$ cat config.mk
export PLATFORM = sky130hd
export DESIGN_NAME = rof_core
export DESIGN_NICKNAME = d
export VERILOG_FILES = /design/src/rtl/rof_pkg.sv /design/src/rtl/rof_if.sv /design/src/rtl/rof_fb_fault.sv /design/src/rtl/rof_core.sv
export VERILOG_INCLUDE_DIRS = /design/src /design/src/rtl
export SDC_FILE = /design/constraint.sdc
export NUM_CORES = 1
export LEC_CHECK = 0
export ABC_AREA = 1
export BUFFER_PORTS_ARGS = -buffer_cell sky130_fd_sc_hd__buf_2
export CORE_MARGIN = 3
export CORE_UTILIZATION = 40
export CTS_CLUSTER_DIAMETER = 40
export CTS_CLUSTER_SIZE = 12
export DETAILED_ROUTE_END_ITERATION = 12
export GPL_ROUTABILITY_DRIVEN = 0
export PLACE_DENSITY = 0.55
export SYNTH_ARGS = -nofsm -noshare
export SYNTH_HDL_FRONTEND = slang
export SYNTH_HIERARCHICAL = 1
export SYNTH_SLANG_ARGS = --single-unit
$ cat constraint.sdc
create_clock -name clk_i -period 2.87 [get_ports clk_i]
set_input_delay 0.1435 -clock clk_i [delete_from_list [all_inputs] [get_ports clk_i]]
set_output_delay 0.1435 -clock clk_i [all_outputs]
set_load 0.01 [all_outputs]
$ cat src/rtl/rof_consts.svh
// timing counts, limits and register map of the resonant on-time and fault core
`ifndef ROF_CONSTS_SVH
`define ROF_CONSTS_SVH
`define ROF_CLK_MHZ             100
`define ROF_TICK_NS             10
`define ROF_FLT_ON_US           2
`define ROF_FLT_OFF_US          20
`define ROF_FLT_ON_CYC          (`ROF_FLT_ON_US * `ROF_CLK_MHZ)
`define ROF_FLT_OFF_CYC         (`ROF_FLT_OFF_US * `ROF_CLK_MHZ)
`define ROF_CS_CLEAR_PULSES     50
`define ROF_CNT_W               16
`define ROF_ADR_CTRL            8'h00
`define ROF_ADR_DEAD            8'h04
`define ROF_ADR_BLANK           8'h08
`define ROF_ADR_FBLIM           8'h0C
`define ROF_ADR_AREC            8'h10
`define ROF_ADR_CSLIM           8'h14
`define ROF_ADR_STAT            8'h18
`define ROF_ADR_ONTIME          8'h1C
`define ROF_CTRL_RST            32'h0000_0000
`define ROF_DEAD_RST            16'h0014
`define ROF_BLANK_RST           16'h001E
`define ROF_FBLIM_RST           32'h000F_4240
`define ROF_AREC_RST            32'h05F5_E100
`define ROF_CSLIM_RST           16'h0008
`define ROF_ONT_INIT            16'h0064
`define ROF_B_EN                0
`define ROF_B_FBCNT             1
`define ROF_B_CUMUL             2
`define ROF_B_LATCH             3
`define ROF_B_SOFT              4
`define ROF_B_SKIP              5
`define ROF_B_UNDERVOLTAGE_LOCKOUT              6
`define ROF_B_SUPRST            7
`endif

$ cat src/rtl/rof_pkg.sv
// types of the resonant on-time and fault core
`default_nettype none
package rof_pkg;
   typedef enum logic [2:0] {ROF_IDLE, ROF_DT_HI, ROF_HIGH, ROF_DT_LO, ROF_LOW,
                             ROF_PROT} rof_phase_t;
   typedef struct packed {
      logic [31:0] timer;
      logic [15:0] pulses;
      logic [15:0] fcnt;
      logic        conf;
      logic        filt;
   } rof_flt_t;
endpackage : rof_pkg
`default_nettype wire

$ cat src/rtl/rof_if.sv
// link between the switching core and its fault filter
`timescale 1ns/1ps
`default_nettype none
interface rof_flt_if;
   logic        fault_raw;
   logic        hs_pulse;
   logic        clear;
   logic        cnt_mode;
   logic        cumulative;
   logic [31:0] limit;
   logic        confirmed;
   logic        filtered;
   modport core (output fault_raw, hs_pulse, clear, cnt_mode, cumulative, limit,
                 input confirmed, filtered);
   modport filt (input fault_raw, hs_pulse, clear, cnt_mode, cumulative, limit,
                 output confirmed, filtered);
endinterface : rof_flt_if
`default_nettype wire

$ cat src/rtl/rof_fb_fault.sv
// feedback-fault noise filter and confirmation timer or pulse counter
`timescale 1ns/1ps
`default_nettype none
`include "rof_consts.svh"
module rof_fb_fault (
   input  wire logic clk_i,
   input  wire logic rst_i,
   rof_flt_if.filt   f
);
   import rof_pkg::*;
   rof_flt_t s;
   rof_flt_t next_s;

   always_comb begin
      next_s = s;
      // asymmetric filter: 2 us to activate, 20 us to release
      if (f.fault_raw != s.filt) begin
         next_s.fcnt = s.fcnt + 16'h0001;
         if (!s.filt && s.fcnt >= 16'(`ROF_FLT_ON_CYC - 1)) begin
            next_s.filt = 1'b1;
            next_s.fcnt = 16'h0000;
         end else if (s.filt && s.fcnt >= 16'(`ROF_FLT_OFF_CYC - 1)) begin
            next_s.filt = 1'b0;
            next_s.fcnt = 16'h0000;
         end
      end else begin
         next_s.fcnt = 16'h0000;
      end
      if (s.filt) begin
         if (!f.cnt_mode) begin
            next_s.timer = s.timer + 32'h0000_0001;
         end else if (f.hs_pulse) begin
            next_s.pulses = s.pulses + 16'h0001;
         end
      end else if (!f.cumulative) begin
         next_s.timer  = 32'h0000_0000;
         next_s.pulses = 16'h0000;
      end // cumulative: hold value
      if (f.clear) begin
         next_s.timer  = 32'h0000_0000;
         next_s.pulses = 16'h0000;
         next_s.conf   = 1'b0;
      end
      // a confirmation in the same cycle as a clear still wins
      if ((!f.cnt_mode && s.timer >= f.limit) ||
          (f.cnt_mode && {16'h0000, s.pulses} >= f.limit)) begin
         next_s.conf = 1'b1;
      end
   end

   always_ff @(posedge clk_i) begin
      if (rst_i) begin
         s <= '0;
      end else begin
         s <= next_s;
      end
   end

   assign f.confirmed = s.conf;
   assign f.filtered  = s.filt;
endmodule : rof_fb_fault
`default_nettype wire

$ cat src/rtl/rof_core.sv
// resonant on-time modulator, dead time, fault supervision and wishbone registers
// How it works
// - after dead time, turn high side on and count on-time up every 10 ns.
// - end high-side conduction when the on-time comparator trips.
// - insert dead time with both switches off before low side turns on.
// - low side counts stored on-time to zero, then off and dead time.
// - if comparator stays active, reuse the last valid on-time.
// - during startup the soft-start reference replaces the feedback reference.
// - filtered feedback fault enables a timer or a pulse counter by option.
// - timer option confirms the fault when the timer reaches its limit.
// - counter option confirms by counting high-side pulses.
// - non-cumulative option clears timer or counter when fault goes away.
// - fault must persist 2 us to activate, be absent 20 us to release.
// - cumulative option holds the accumulated value when the fault ends.
// - skip-mode entry or undervoltage lockout clears the fault timer or counter.
// - confirmed fault stops all drive pulses and enters protection.
// - auto-recovery waits a fixed off-time then restarts via soft start.
// - latched protection holds drivers off until supply reset threshold.
// - each current-sense fault comparator trip increments a fault counter.
// - current-sense counter overflow enters latched or auto-recovery protection.
// - clear the current-sense counter after 50 quiet high-side pulses.
// - ignore the on-time comparator during blanking after high-side turn-on.
//
// Design decisions made here: register access over Wishbone and the placing of the registers.
`timescale 1ns/1ps
`default_nettype none
`include "rof_consts.svh"
module rof_core #(
   parameter logic [15:0] CS_LIMIT = `ROF_CSLIM_RST
) (
   input  wire logic        clk_i,
   input  wire logic        rst_i,
   // classic wishbone slave
   input  wire logic        cyc_i,
   input  wire logic        stb_i,
   input  wire logic        we_i,
   input  wire logic [7:0]  adr_i,
   input  wire logic [3:0]  sel_i,
   input  wire logic [31:0] dat_i,
   output logic      [31:0] dat_o,
   output logic             ack_o,
   // comparators and supply status
   input  wire logic        ontime_cmp_i,
   input  wire logic        fb_fault_cmp_i,
   input  wire logic        cs_fault_cmp_i,
   input  wire logic        undervoltage_lockout_i,
   input  wire logic        supply_reset_i,
   // drive and status
   output logic             drv_high_o,
   output logic             drv_low_o,
   output logic             soft_start_ref_o,
   output rof_pkg::rof_phase_t phase_o
);
   import rof_pkg::*;

   typedef struct packed {
      rof_phase_t  ph;
      logic [15:0] cnt;
      logic [15:0] ontime;
      logic [15:0] dt;
      logic [15:0] blank;
      logic        trip_hist;
      logic [15:0] cs_cnt;
      logic [7:0]  cs_quiet;
      logic        cs_seen;
      logic        cs_prev;
      logic [31:0] arec;
      logic        latched;
      logic        prot_cs;
      logic [31:0] ctrl;
      logic [15:0] dead;
      logic [15:0] blank_len;
      logic [31:0] fb_lim;
      logic [31:0] arec_len;
      logic [31:0] rdat;
      logic        ack;
      logic [1:0]  sync_ot;
      logic [1:0]  sync_fb;
      logic [1:0]  sync_cs;
      logic [1:0]  sync_uv;
      logic [1:0]  sync_sr;
      logic        skip_prev;
   } rof_state_t;

   rof_state_t s;
   rof_state_t next_s;
   rof_flt_if  flt ();

   rof_fb_fault u_fb_fault (
      .clk_i (clk_i),
      .rst_i (rst_i),
      .f     (flt.filt)
   );

   // byte-lane merge of a write word
   function automatic logic [31:0] wmerge(input logic [31:0] old, input logic [31:0] d,
                                          input logic [3:0] be);
      logic [31:0] r;
      r = old;
      for (int i = 0; i < 4; i++) begin
         if (be[i]) begin
            r[8*i +: 8] = d[8*i +: 8];
         end
      end
      return r;
   endfunction : wmerge

   logic ot_cmp;
   logic fb_cmp;
   logic cs_cmp;
   logic undervoltage_lockout;
   logic sup_rst;
   logic hs_start;
   logic wb_wr;
   logic skip_rise;
   assign ot_cmp    = s.sync_ot[1];
   assign fb_cmp    = s.sync_fb[1];
   assign cs_cmp    = s.sync_cs[1];
   assign undervoltage_lockout      = s.sync_uv[1] | s.ctrl[`ROF_B_UNDERVOLTAGE_LOCKOUT];
   assign sup_rst   = s.sync_sr[1] | s.ctrl[`ROF_B_SUPRST];
   assign hs_start  = (s.ph == ROF_DT_HI) && (s.dt >= s.dead);
   assign wb_wr     = cyc_i && stb_i && we_i && !s.ack;
   assign skip_rise = s.ctrl[`ROF_B_SKIP] && !s.skip_prev;

   assign flt.fault_raw  = fb_cmp;
   assign flt.hs_pulse   = hs_start;
   // a restart out of protection begins with an empty fault count
   assign flt.clear      = skip_rise || undervoltage_lockout || (s.ph == ROF_PROT);
   assign flt.cnt_mode   = s.ctrl[`ROF_B_FBCNT];
   assign flt.cumulative = s.ctrl[`ROF_B_CUMUL];
   assign flt.limit      = s.fb_lim;

   always_comb begin
      next_s = s;
      next_s.sync_ot   = {s.sync_ot[0], ontime_cmp_i};
      next_s.sync_fb   = {s.sync_fb[0], fb_fault_cmp_i};
      next_s.sync_cs   = {s.sync_cs[0], cs_fault_cmp_i};
      next_s.sync_uv   = {s.sync_uv[0], undervoltage_lockout_i};
      next_s.sync_sr   = {s.sync_sr[0], supply_reset_i};
      next_s.skip_prev = s.ctrl[`ROF_B_SKIP];
      next_s.cs_prev   = cs_cmp;

      // ------------------------------------------------------------
      // switching sequence
      // ------------------------------------------------------------
      unique case (s.ph)
         ROF_IDLE: begin
            if (s.ctrl[`ROF_B_EN]) begin
               next_s.ph = ROF_DT_HI;
               next_s.dt = 16'h0000;
            end
         end
         ROF_DT_HI: begin
            next_s.dt = s.dt + 16'h0001;
            if (hs_start) begin
               next_s.ph    = ROF_HIGH;
               next_s.cnt   = 16'h0000;
               next_s.blank = 16'h0000;
            end
         end
         ROF_HIGH: begin
            next_s.cnt = s.cnt + 16'h0001;
            if (s.blank < s.blank_len) begin
               next_s.blank = s.blank + 16'h0001;
               if (s.blank == 16'h0000) begin
                  next_s.trip_hist = ot_cmp; // comparator already high at turn-on
               end
            end else if (s.trip_hist) begin
               // comparator never released: replay last on-time
               if (!ot_cmp) begin
                  next_s.trip_hist = 1'b0;
               end
               if (s.cnt + 16'h0001 >= s.ontime) begin
                  next_s.ph = ROF_DT_LO;
                  next_s.dt = 16'h0000;
               end
            end else if (ot_cmp || s.cnt == 16'hFFFE) begin
               // cap keeps the stored on-time from wrapping to zero
               next_s.ontime = s.cnt + 16'h0001;
               next_s.ph     = ROF_DT_LO;
               next_s.dt     = 16'h0000;
            end
         end
         ROF_DT_LO: begin
            next_s.dt = s.dt + 16'h0001;
            if (s.dt >= s.dead) begin
               next_s.ph  = ROF_LOW;
               next_s.cnt = s.ontime;
            end
         end
         ROF_LOW: begin
            next_s.cnt = s.cnt - 16'h0001;
            if (s.cnt <= 16'h0001) begin
               next_s.ph = ROF_DT_HI;
               next_s.dt = 16'h0000;
            end
         end
         ROF_PROT: begin
            if (s.latched) begin
               if (sup_rst) begin
                  next_s.latched = 1'b0;
                  next_s.ph      = ROF_IDLE;
               end
            end else if (s.arec >= s.arec_len) begin
               next_s.ph     = ROF_IDLE;
               next_s.ctrl[`ROF_B_SOFT] = 1'b1;
               next_s.ontime = `ROF_ONT_INIT;
            end else begin
               next_s.arec = s.arec + 32'h0000_0001;
            end
         end
      endcase
      if (!s.ctrl[`ROF_B_EN] && s.ph != ROF_PROT) begin
         next_s.ph = ROF_IDLE;
      end

      // ------------------------------------------------------------
      // current-sense short-circuit counter
      // ------------------------------------------------------------
      if (cs_cmp && !s.cs_prev) begin
         next_s.cs_cnt  = s.cs_cnt + 16'h0001;
         next_s.cs_seen = 1'b1;
      end
      if (hs_start) begin
         if (s.cs_seen || cs_cmp) begin
            next_s.cs_quiet = 8'h00;
            next_s.cs_seen  = 1'b0;
         end else if (s.cs_quiet >= 8'(`ROF_CS_CLEAR_PULSES - 1)) begin
            next_s.cs_cnt   = 16'h0000;
            next_s.cs_quiet = 8'h00;
         end else begin
            next_s.cs_quiet = s.cs_quiet + 8'h01;
         end
      end

      // ------------------------------------------------------------
      // protection entry
      // ------------------------------------------------------------
      if (s.ph != ROF_PROT && (flt.confirmed || s.cs_cnt >= CS_LIMIT)) begin
         next_s.ph      = ROF_PROT;
         next_s.arec    = 32'h0000_0000;
         next_s.latched = s.ctrl[`ROF_B_LATCH];
         next_s.prot_cs = s.cs_cnt >= CS_LIMIT;
         next_s.cs_cnt  = 16'h0000;
      end
      if (undervoltage_lockout) begin
         next_s.cs_cnt = 16'h0000;
      end

      // ------------------------------------------------------------
      // wishbone slave, one wait state
      // ------------------------------------------------------------
      next_s.ack = cyc_i && stb_i && !s.ack;
      if (wb_wr) begin
         unique case (adr_i[7:0])
            `ROF_ADR_CTRL:          next_s.ctrl      = wmerge(s.ctrl, dat_i, sel_i);
            `ROF_ADR_DEAD:          next_s.dead      = 16'(wmerge({16'h0000, s.dead}, dat_i,
                                                                  sel_i));
            `ROF_ADR_BLANK:         next_s.blank_len = 16'(wmerge({16'h0000, s.blank_len},
                                                                  dat_i, sel_i));
            `ROF_ADR_FBLIM:         next_s.fb_lim    = wmerge(s.fb_lim, dat_i, sel_i);
            `ROF_ADR_AREC:          next_s.arec_len  = wmerge(s.arec_len, dat_i, sel_i);
            default: ;
         endcase
      end
      unique case (adr_i[7:0])
         `ROF_ADR_CTRL:          next_s.rdat = s.ctrl;
         `ROF_ADR_DEAD:          next_s.rdat = {16'h0000, s.dead};
         `ROF_ADR_BLANK:         next_s.rdat = {16'h0000, s.blank_len};
         `ROF_ADR_FBLIM:         next_s.rdat = s.fb_lim;
         `ROF_ADR_AREC:          next_s.rdat = s.arec_len;
         `ROF_ADR_CSLIM:         next_s.rdat = {16'h0000, CS_LIMIT};
         `ROF_ADR_STAT:          next_s.rdat = {8'h00, s.cs_quiet, s.cs_cnt[7:0], 1'b0,
                                                s.ph, s.prot_cs, s.latched,
                                                flt.confirmed, flt.filtered};
         `ROF_ADR_ONTIME:        next_s.rdat = {16'h0000, s.ontime};
         default:                next_s.rdat = 32'h0000_0000;
      endcase
      // soft start ends once a full cycle has completed after restart
      if (s.ph == ROF_LOW && s.cnt <= 16'h0001 && !(wb_wr &&
          adr_i == `ROF_ADR_CTRL)) begin
         next_s.ctrl[`ROF_B_SOFT] = 1'b0;
      end
   end

   always_ff @(posedge clk_i) begin
      if (rst_i) begin
         s           <= '0;
         s.ph        <= ROF_IDLE;
         s.ctrl      <= `ROF_CTRL_RST;
         s.dead      <= `ROF_DEAD_RST;
         s.blank_len <= `ROF_BLANK_RST;
         s.fb_lim    <= `ROF_FBLIM_RST;
         s.arec_len  <= `ROF_AREC_RST;
         s.ontime    <= `ROF_ONT_INIT;
      end else begin
         s <= next_s;
      end
   end

   // ------------------------------------------------------------
   // outputs
   // ------------------------------------------------------------
   assign drv_high_o       = (s.ph == ROF_HIGH);
   assign drv_low_o        = (s.ph == ROF_LOW);
   assign soft_start_ref_o = s.ctrl[`ROF_B_SOFT];
   assign phase_o          = s.ph;
   assign dat_o            = s.rdat;
   assign ack_o            = s.ack;
endmodule : rof_core
`default_nettype wire

==> qor.json, run 1 <==
{
  "status": {"value": "completed"},
  "worst_skew_pair.late_latency": {"value": 600, "unit": "ps"},
  "min_delay_worst_endpoint": {"value": "s[61]$_SDFFE_PP0P_"},
  "viasPerCell": {"value": 5.25},
  "dieArea": {"value": 0.0548, "unit": "mm²"},
  "placement.cell_area": {"value": 0.0220, "unit": "mm²"},
  "first_iter_violations": {"value": 1537},
  "finalPower": {"value": 0.0149, "unit": "W"},
  "criticalPathCategory": {"value": "reg2reg"},
  "worst_pin_slew": {"value": 882, "unit": "ps"},
  "number_of_enable_flip_flop_cells_after_synthesis": {"value": 0},
  "post-route-cell-area": {"value": 0.0255, "unit": "mm²"},
  "worst_hold_path_type": {"value": "in2reg"},
  "worst_min_delay_path_startpoint": {"value": "sel_i[2]"},
  "antenna-diode-count": {"value": 0},
  "core-area": {"value": 0.0508, "unit": "mm²"},
  "r2r_cells": {"value": 19},
  "syn-mean-instance-area": {"value": 7.14, "unit": "µm²"},
  "place_inst": {"value": 3631},
  "worst-endpoint-arrival": {"value": 3290, "unit": "ps"},
  "postSynth.topFlopCell": {"value": "sky130_fd_sc_hd__dfxtp_1"},
  "postRouteWirelength": {"value": 65400, "unit": "µm"},
  "core.rowCount": {"value": 82},
  "timing.final.hold_violations": {"value": 0},
  "root_buffer": {"value": "sky130_fd_sc_hd__clkbuf_16"},
  "slew_headroom": {"value": 0.397},
  "worst_hold_stages": {"value": 5},
  "asyncSetResetFlopFracSynth": {"value": 0},
  "post-dp-hpwl": {"value": 49000, "unit": "µm"},
  "max_cap_viols": {"value": 0},
  "yosysTopAreaCellShare": {"value": 0.352},
  "clock_tree.buffer_depth": {"value": 3},
  "finish.cell_count_without_fillers": {"value": 3823},
  "rr_endpoint": {"value": "phase_o[0]$_SDFFE_PP0P_"},
  "ant_nets": {"value": 0},
  "clkSinkCount": {"value": 366},
  "detail_route.first_pass.iterations": {"value": 6},
  "p_leak": {"value": 10.5, "unit": "nW"},
  "fin_nets": {"value": 3285},
  "report.final.setup_viol": {"value": 0},
  "maxClockFrequency": {"value": 0.357, "unit": "GHz"},
  "multiInputGateArea": {"value": 0.0115, "unit": "mm²"},
  "final_period_minus_worst_setup_slack": {"value": 2800, "unit": "ps"},
  "ys_seq_area_frac": {"value": 0.352},
  "setup.worst_path.end_class": {"value": "flip-flop"},
  "synth-seq-cells": {"value": 366},
  "ioPinCount": {"value": 93},
  "cts-buffers-inserted": {"value": 78},
  "grt_first_pass_wirelength": {"value": 103000, "unit": "µm"},
  "critical_path_required": {"value": 3360, "unit": "ps"},
  "fraction_of_synthesized_cell_area_in_xor_and_xnor_cells": {"value": 0.0290},
  "initial_core_util": {"value": 0.410},
  "synth.lib_cells_used.distinct": {"value": 62},
  "die_w": {"value": 234, "unit": "µm"},
  "avgRoutedWirePerCell": {"value": 17.1, "unit": "µm"},
  "post_synth_main_area_contributors": {"value": "sky130_fd_sc_hd__dfxtp_1 35%, sky130_fd_sc_hd__nand2_1 9.5%, sky130_fd_sc_hd__ha_1 8.6%, sky130_fd_sc_hd__inv_1 7.3%, sky130_fd_sc_hd__a21oi_1 7.0%"},
  "synth.mux.area_fraction": {"value": 0},
  "synthesis.yosys.warnings": {"value": 6},
  "grt_antenna_before_repair": {"value": 0},
  "syn2layout_area_growth": {"value": 22.7, "unit": "%"},
  "compound_gate_portion_of_the_synthesized_area": {"value": 0.178},
  "tritoncts_clock_tree": {"value": "built"},
  "sequential_cell_area": {"value": 0.00734, "unit": "mm²"},
  "setup.reg_to_reg.worst_slack": {"value": 70, "unit": "ps"},
  "drcViolationCount": {"value": 0},
  "netlist_instances": {"value": 2917},
  "vias_in_the_first_global_route": {"value": 18966},
  "timing_max_transition_violations_final": {"value": 0},
  "vias": {"value": 20053},
  "timing.clock.skew": {"value": 26.3, "unit": "ps"},
  "largest_family_of_logic_cells_by_synthesized_area": {"value": "simple AND/OR/NAND/NOR gates"},
  "accumulated_negative_setup_slack": {"value": 0, "unit": "ps"},
  "final.period_utilization": {"value": 0.977},
  "htreeDepth": {"value": 3},
  "grt_start_max_net_pins": {"value": 58},
  "vdd_ir_drop_max": {"value": 0.000381, "unit": "V"},
  "yosys.area.top_type": {"value": "sky130_fd_sc_hd__dfxtp_1"},
  "fillers": {"value": 5044},
  "synth_most_common_cell": {"value": "sky130_fd_sc_hd__nand2_1"},
  "timing.rr.start": {"value": "s[281]$_SDFFE_PP0P_"},
  "grt_overflow_total": {"value": 0},
  "worst_setup_hold_path_clk_slew": {"value": 50, "unit": "ps"},
  "synth-adder-area-share": {"value": 0.0860},
  "setup.worst_path.start_class": {"value": "flip-flop"},
  "dieHeight": {"value": 234, "unit": "µm"},
  "timing.critical_path.fanout_max": {"value": 4},
  "drive_above_1_share": {"value": 0.150},
  "synth_commonest_cells": {"value": "528 x sky130_fd_sc_hd__nand2_1, 406 x sky130_fd_sc_hd__inv_1, 366 x sky130_fd_sc_hd__dfxtp_1, 293 x sky130_fd_sc_hd__a21oi_1, 276 x sky130_fd_sc_hd__nor2_1"},
  "power-per-cell-area": {"value": 584, "unit": "mW/mm²"},
  "post_synth_instance_area": {"value": 0.0208, "unit": "mm²"},
  "global_route.usage.total": {"value": 0.237},
  "rsz0062_at_grt": {"value": "true"},
  "post_synth_and_or_nand_nor_area_fraction": {"value": 0.245},
  "io_buffers": {"value": 92}
}
==> worst max-delay path, stage by stage (launching register included) <==
cell                      delay [ps]
sky130_fd_sc_hd__dfxtp_4         360
sky130_fd_sc_hd__nand3_4          90
sky130_fd_sc_hd__nor3_4          220
sky130_fd_sc_hd__nand3_2         130
sky130_fd_sc_hd__nor2_4          130
sky130_fd_sc_hd__buf_6           120
sky130_fd_sc_hd__nand3_2          70
sky130_fd_sc_hd__xor2_2          160
sky130_fd_sc_hd__ha_1            300
sky130_fd_sc_hd__nand2_1          80
sky130_fd_sc_hd__nand2_1          50
sky130_fd_sc_hd__nand3_1          60
sky130_fd_sc_hd__nand2_1          60
sky130_fd_sc_hd__a21oi_2         150
sky130_fd_sc_hd__nand4_4         160
sky130_fd_sc_hd__buf_6           160
sky130_fd_sc_hd__nand4_1          90
sky130_fd_sc_hd__nand2_2         110
sky130_fd_sc_hd__a21oi_2         150
sky130_fd_sc_hd__nor2_2           50
==> per-layer routing <==
metal  global-route usage  vias to the layer above  wire, µm
met1                0.317                     9359     30000
met2                0.381                      558     29400
met5                    0                        -         0
met3               0.0351                      125      3610
li1                     -                    10011         -
met4                0.101                        0      2390
==> cell type report <==
cell class | instances | area share
timing repair buffer | 206 | 0.0577
multi-input combinational | 2008 | 0.450
sequential | 366 | 0.287
clock inverter | 51 | 0.0245
tap | 672 | 0.0329
clock buffer | 92 | 0.0840
inverter | 428 | 0.0635
==> placed cells by master (no fill, tap or decap), drive strengths merged, types with 4 or more instances in the layout <==
cell / synthesis / layout
dfxtp: 366 / 366
or2: 11 / 11
dlygate4sd3: 0 / 41
a211oi: 9 / 9
o21ai: 197 / 197
ha: 143 / 143
buf: 64 / 164
xnor2: 10 / 10
clkbuf: 55 / 93
conb: 1 / 5
o221ai: 6 / 6
nor3: 85 / 85
clkinv: 5 / 19
a21o: 5 / 5
a21oi: 315 / 315
inv: 423 / 440
nor4: 25 / 25
nor3b: 5 / 5
o22ai: 49 / 49
o211ai: 27 / 27
nor2: 300 / 300
bufinv: 0 / 10
a221oi: 22 / 22
a22oi: 5 / 5
clkinvlp: 0 / 10
nand3: 114 / 114
nand2: 550 / 550
nand4: 40 / 40
nand3b: 5 / 5
o21a: 4 / 4
a31oi: 4 / 4
xor2: 59 / 59
==> registers in the layout, summed over array words and instances (netlist names) <==
signal and cells:
u_fb_fault/s 64, dat_o 32, cs_cmp 1, flt.limit 32, u_fb_fault/f.filtered 1, flt.cnt_mode 1, u_fb_fault/f.confirmed 1, s 220
ot_cmp 1, phase_o 3, soft_start_ref_o 1, flt.cumulative 1, ack_o 1, fb_cmp 1, next_s 6
==> worst max-delay path by stage <==
| stage | startpoint | endpoint | slack [ps] | depth (start not counted) |
|---|---|---|---|---|
| 2_1_floorplan | s[283]$_SDFFE_PP0P_ | s[258]$_SDFFE_PP0P_ | 150 | 17 |
| 6_report | s[281]$_SDFFE_PP0P_ | phase_o[0]$_SDFFE_PP0P_ | 70 | 19 |
| 3_5_place_dp | s[283]$_SDFFE_PP0P_ | s[251]$_SDFFE_PP0P_ | -50 | 16 |
| 3_3_place_gp | s[281]$_SDFFE_PP0P_ | s[250]$_SDFFE_PP0P_ | 60 | 16 |
| 5_1_grt | s[284]$_SDFFE_PP0P_ | phase_o[0]$_SDFFE_PP0P_ | -130 | 19 |
| 4_1_cts | s[283]$_SDFFE_PP0P_ | s[264]$_SDFFE_PP0P_ | 7 | 16 |
==> report_power, final <==
group          switching [W]  leakage, nW  internal, W
registers         0.00000941         2.96      0.00511
logic               0.000238         6.21     0.000116
clock network        0.00316         1.34      0.00630
==> stage by stage <==
stage	setup slack, ps	hold WS, ps	utilization
floorplan	150	213	-
global placement	62.5	341	0.433
detailed placement	-51.5	350	0.433
CTS	7.08	11.1	0.497
global route	-132	61.8	0.503
finish	65.3	43.6	0.503
==> timing repair <==
action,4_1_cts,5_1_grt
gates cloned,1,0
setup endpoints to repair,18,25
pin swaps,4,11
hold buffers,41,0
buffers inserted,5,2
hold endpoints to repair,139,0
gates resized for setup,6,68
==> logic make-up (layout without fill, tap and decap cells) <==
logic type | after synthesis | count (layout)
DFF | 366 | 366
AOI/OAI and AO/OA | 652 | 652
and+or+nand+nor | 1139 | 1139
xor gates and xnor gates | 69 | 69
other | 1 | 5
adders and majority gates | 143 | 143
buffers and inverters | 547 | 777
No activity file was read; power rests on OpenSTA's default activity.
==> run 2: changes to the inputs <==
--- a/config.mk
+++ b/config.mk
@@ -8,6 +8,7 @@
 export LEC_CHECK = 0
 export ABC_AREA = 1
 export BUFFER_PORTS_ARGS = -buffer_cell sky130_fd_sc_hd__buf_2
+export CORE_ASPECT_RATIO = 0.9
 export CORE_MARGIN = 3
 export CORE_UTILIZATION = 40
 export CTS_CLUSTER_DIAMETER = 40
==> qor.json, run 2 (synthesized netlist as in run 1, its figures left out) <==
{
  "status": {"value": "completed"},
  "highest-signal-layer": {"value": "met4"},
  "ioPinCount": {"value": 93},
  "post-route-cell-area": {"value": 0.0251, "unit": "mm²"},
  "timing.critical_path.fanout_max": {"value": 4},
  "m1WireLength": {"value": 30900, "unit": "µm"},
  "timing.clock.skew": {"value": 23.0, "unit": "ps"},
  "timing.final.hold_violations": {"value": 0},
  "detail_route.first_pass.iterations": {"value": 6},
  "root_buffer": {"value": "sky130_fd_sc_hd__clkbuf_16"},
  "maxClockFrequency": {"value": 0.359, "unit": "GHz"},
  "accumulated_negative_setup_slack": {"value": 0, "unit": "ps"},
  "worst-endpoint-arrival": {"value": 3290, "unit": "ps"},
  "p_leak": {"value": 10.3, "unit": "nW"},
  "grt_overflow_total": {"value": 0},
  "slew_headroom": {"value": 0.409},
  "initial_core_util": {"value": 0.409},
  "max_cap_viols": {"value": 0},
  "drcViolationCount": {"value": 0},
  "vdd_ir_drop_max": {"value": 0.000436, "unit": "V"},
  "global_route.usage.total": {"value": 0.235},
  "vias_in_the_first_global_route": {"value": 18736},
  "drive_above_1_share": {"value": 0.143},
  "fin_nets": {"value": 3275},
  "met3RoutedLength": {"value": 3930, "unit": "µm"},
  "largestRegisters": {"value": "s (220), u_fb_fault/s (64)"},
  "postRouteWirelength": {"value": 65300, "unit": "µm"},
  "antenna-diode-count": {"value": 0},
  "clkSinkCount": {"value": 366},
  "final.period_utilization": {"value": 0.970},
  "avgRoutedWirePerCell": {"value": 17.1, "unit": "µm"},
  "htreeDepth": {"value": 3},
  "grt_first_pass_wirelength": {"value": 103000, "unit": "µm"},
  "rsz0062_at_grt": {"value": "true"},
  "cts-buffers-inserted": {"value": 67},
  "tritoncts_clock_tree": {"value": "built"},
  "first_iter_violations": {"value": 1750},
  "core-area": {"value": 0.0509, "unit": "mm²"},
  "final_period_minus_worst_setup_slack": {"value": 2780, "unit": "ps"},
  "die_w": {"value": 246, "unit": "µm"},
  "mostFrequentLayoutCells": {"value": "520 x sky130_fd_sc_hd__nand2_1, 404 x sky130_fd_sc_hd__inv_1, 361 x sky130_fd_sc_hd__dfxtp_1"},
  "registers.top_by_ff_count": {"value": "s"},
  "ant_nets": {"value": 0},
  "worst_hold_path_type": {"value": "in2reg"},
  "timing_max_transition_violations_final": {"value": 0},
  "report.final.setup_viol": {"value": 0},
  "grt_antenna_before_repair": {"value": 0},
  "setup.worst_path.end_class": {"value": "flip-flop"},
  "grt_start_max_net_pins": {"value": 113},
  "critical_path_required": {"value": 3380, "unit": "ps"},
  "vias": {"value": 19855},
  "syn2layout_area_growth": {"value": 20.7, "unit": "%"},
  "postLayoutCoreUtil": {"value": 0.493},
  "core.rowCount": {"value": 78},
  "final_common_cell": {"value": "sky130_fd_sc_hd__nand2_1"},
  "detailroute.wirelength.met2": {"value": 28500, "unit": "µm"},
  "io_buffers": {"value": 92},
  "dieHeight": {"value": 222, "unit": "µm"},
  "placement.cell_area": {"value": 0.0220, "unit": "mm²"},
  "power-per-cell-area": {"value": 552, "unit": "mW/mm²"},
  "clock_tree.buffer_depth": {"value": 3},
  "worst_setup_hold_path_clk_slew": {"value": 50, "unit": "ps"},
  "viasPerCell": {"value": 5.21},
  "worst_pin_slew": {"value": 882, "unit": "ps"},
  "worst_skew_pair.late_latency": {"value": 590, "unit": "ps"},
  "post-dp-hpwl": {"value": 49000, "unit": "µm"},
  "setup.worst_path.start_class": {"value": "flip-flop"},
  "criticalPathCategory": {"value": "reg2reg"},
  "dieArea": {"value": 0.0548, "unit": "mm²"},
  "max_ffs_per_register": {"value": 220}
}
==> run 2: changes by cell type in the layout (fill, tap and decap cells not counted), moves of 2 or more <==
cell,previous run,this run
sky130_fd_sc_hd__a21oi_1,284,288
sky130_fd_sc_hd__a21oi_2,29,25
sky130_fd_sc_hd__clkbuf_16,81,68
sky130_fd_sc_hd__clkbuf_8,10,2
sky130_fd_sc_hd__clkinvlp_4,10,8
sky130_fd_sc_hd__ha_4,1,3
sky130_fd_sc_hd__inv_8,1,7
sky130_fd_sc_hd__nand2_1,517,520
sky130_fd_sc_hd__nand2_2,17,28
sky130_fd_sc_hd__nand2_4,16,2
sky130_fd_sc_hd__xor2_2,5,3
==> run 2: what timing repair did <==
action,CTS,global route
gates resized for setup,8,45
hold buffers,40,0
pin swaps,4,23
cloned,1,0
setup endpoints to repair,18,24
buffers inserted,2,3
endpoints found under the hold margin,127,0
==> run 2: cell type report <==
cell class                      count  area [µm²]
Fill cell                        5009       25800
Inverter                          428        1620
Tap cell                          680         851
Clock inverter                     52         657
Sequential cell                   366        7340
Multi-Input combinational cell   2008       11400
Timing Repair Buffer              207        1500
Clock buffer                       71        1730
==> run 2: where the power goes <==
part / internal, W / switching, W / leakage (nW) / total, W
logic: 0.000115 / 0.000240 / 6.20 / 0.000355
registers: 0.00510 / 0.00000895 / 2.96 / 0.00511
clock network: 0.00541 / 0.00301 / 1.16 / 0.00842
total: 0.0106 / 0.00326 / 10.3 / 0.0139
==> run 2: worst max-delay path, stage by stage, from the launching register on <==
cell,delay [ps]
sky130_fd_sc_hd__dfxtp_4,380
sky130_fd_sc_hd__nand3_4,80
sky130_fd_sc_hd__nor3_4,220
sky130_fd_sc_hd__nand3_2,140
sky130_fd_sc_hd__nor2_4,140
sky130_fd_sc_hd__nand3_1,90
sky130_fd_sc_hd__xor2_1,200
sky130_fd_sc_hd__ha_1,290
sky130_fd_sc_hd__nand2_1,80
sky130_fd_sc_hd__nand2_1,50
sky130_fd_sc_hd__nand3_1,60
sky130_fd_sc_hd__nand2_1,60
sky130_fd_sc_hd__a21oi_2,160
sky130_fd_sc_hd__nand4_4,160
sky130_fd_sc_hd__buf_6,160
sky130_fd_sc_hd__nand4_1,100
sky130_fd_sc_hd__nand2_2,110
sky130_fd_sc_hd__nand3_2,80
sky130_fd_sc_hd__nand2_1,50
sky130_fd_sc_hd__nor2_1,120
==> run 2: final timing paths <==
path                                      startpoint                       to  slack (ps)  cells after the start
worst max-delay path             s[281]$_SDFFE_PP0P_  phase_o[2]$_SDFFE_PP0P_          90                     19
worst min-delay path                        sel_i[3]       s[70]$_SDFFE_PP1P_          80                      4
worst max register to register   s[281]$_SDFFE_PP0P_  phase_o[2]$_SDFFE_PP0P_          90                     19
worst min register to register  next_s[4]$_SDFF_PP0_          s[4]$_SDFF_PP0_         400                      2
==> run 2: per-stage QoR <==
step / hold WS [ps] / total power, W / std cells / setup slack, ps
after floorplan: 213 / 0.00537 / 2921 / 150
after global placement: 348 / 0.00552 / 3643 / 43.0
after detailed placement: 356 / 0.00552 / 3643 / -81.0
after CTS: 38.3 / 0.0140 / 3809 / 5.16
after global routing: 85.3 / 0.0143 / 3812 / -85.0
final: 76.5 / 0.0139 / 3812 / 87.1
==> run 2: routing by layer <==
| metal | up-vias | GRT usage |
|---|---|---|
| met5 | - | 0 |
| met4 | 0 | 0.0776 |
| met3 | 102 | 0.0385 |
| met2 | 564 | 0.363 |
| met1 | 9227 | 0.333 |
| li1 | 9962 | - |
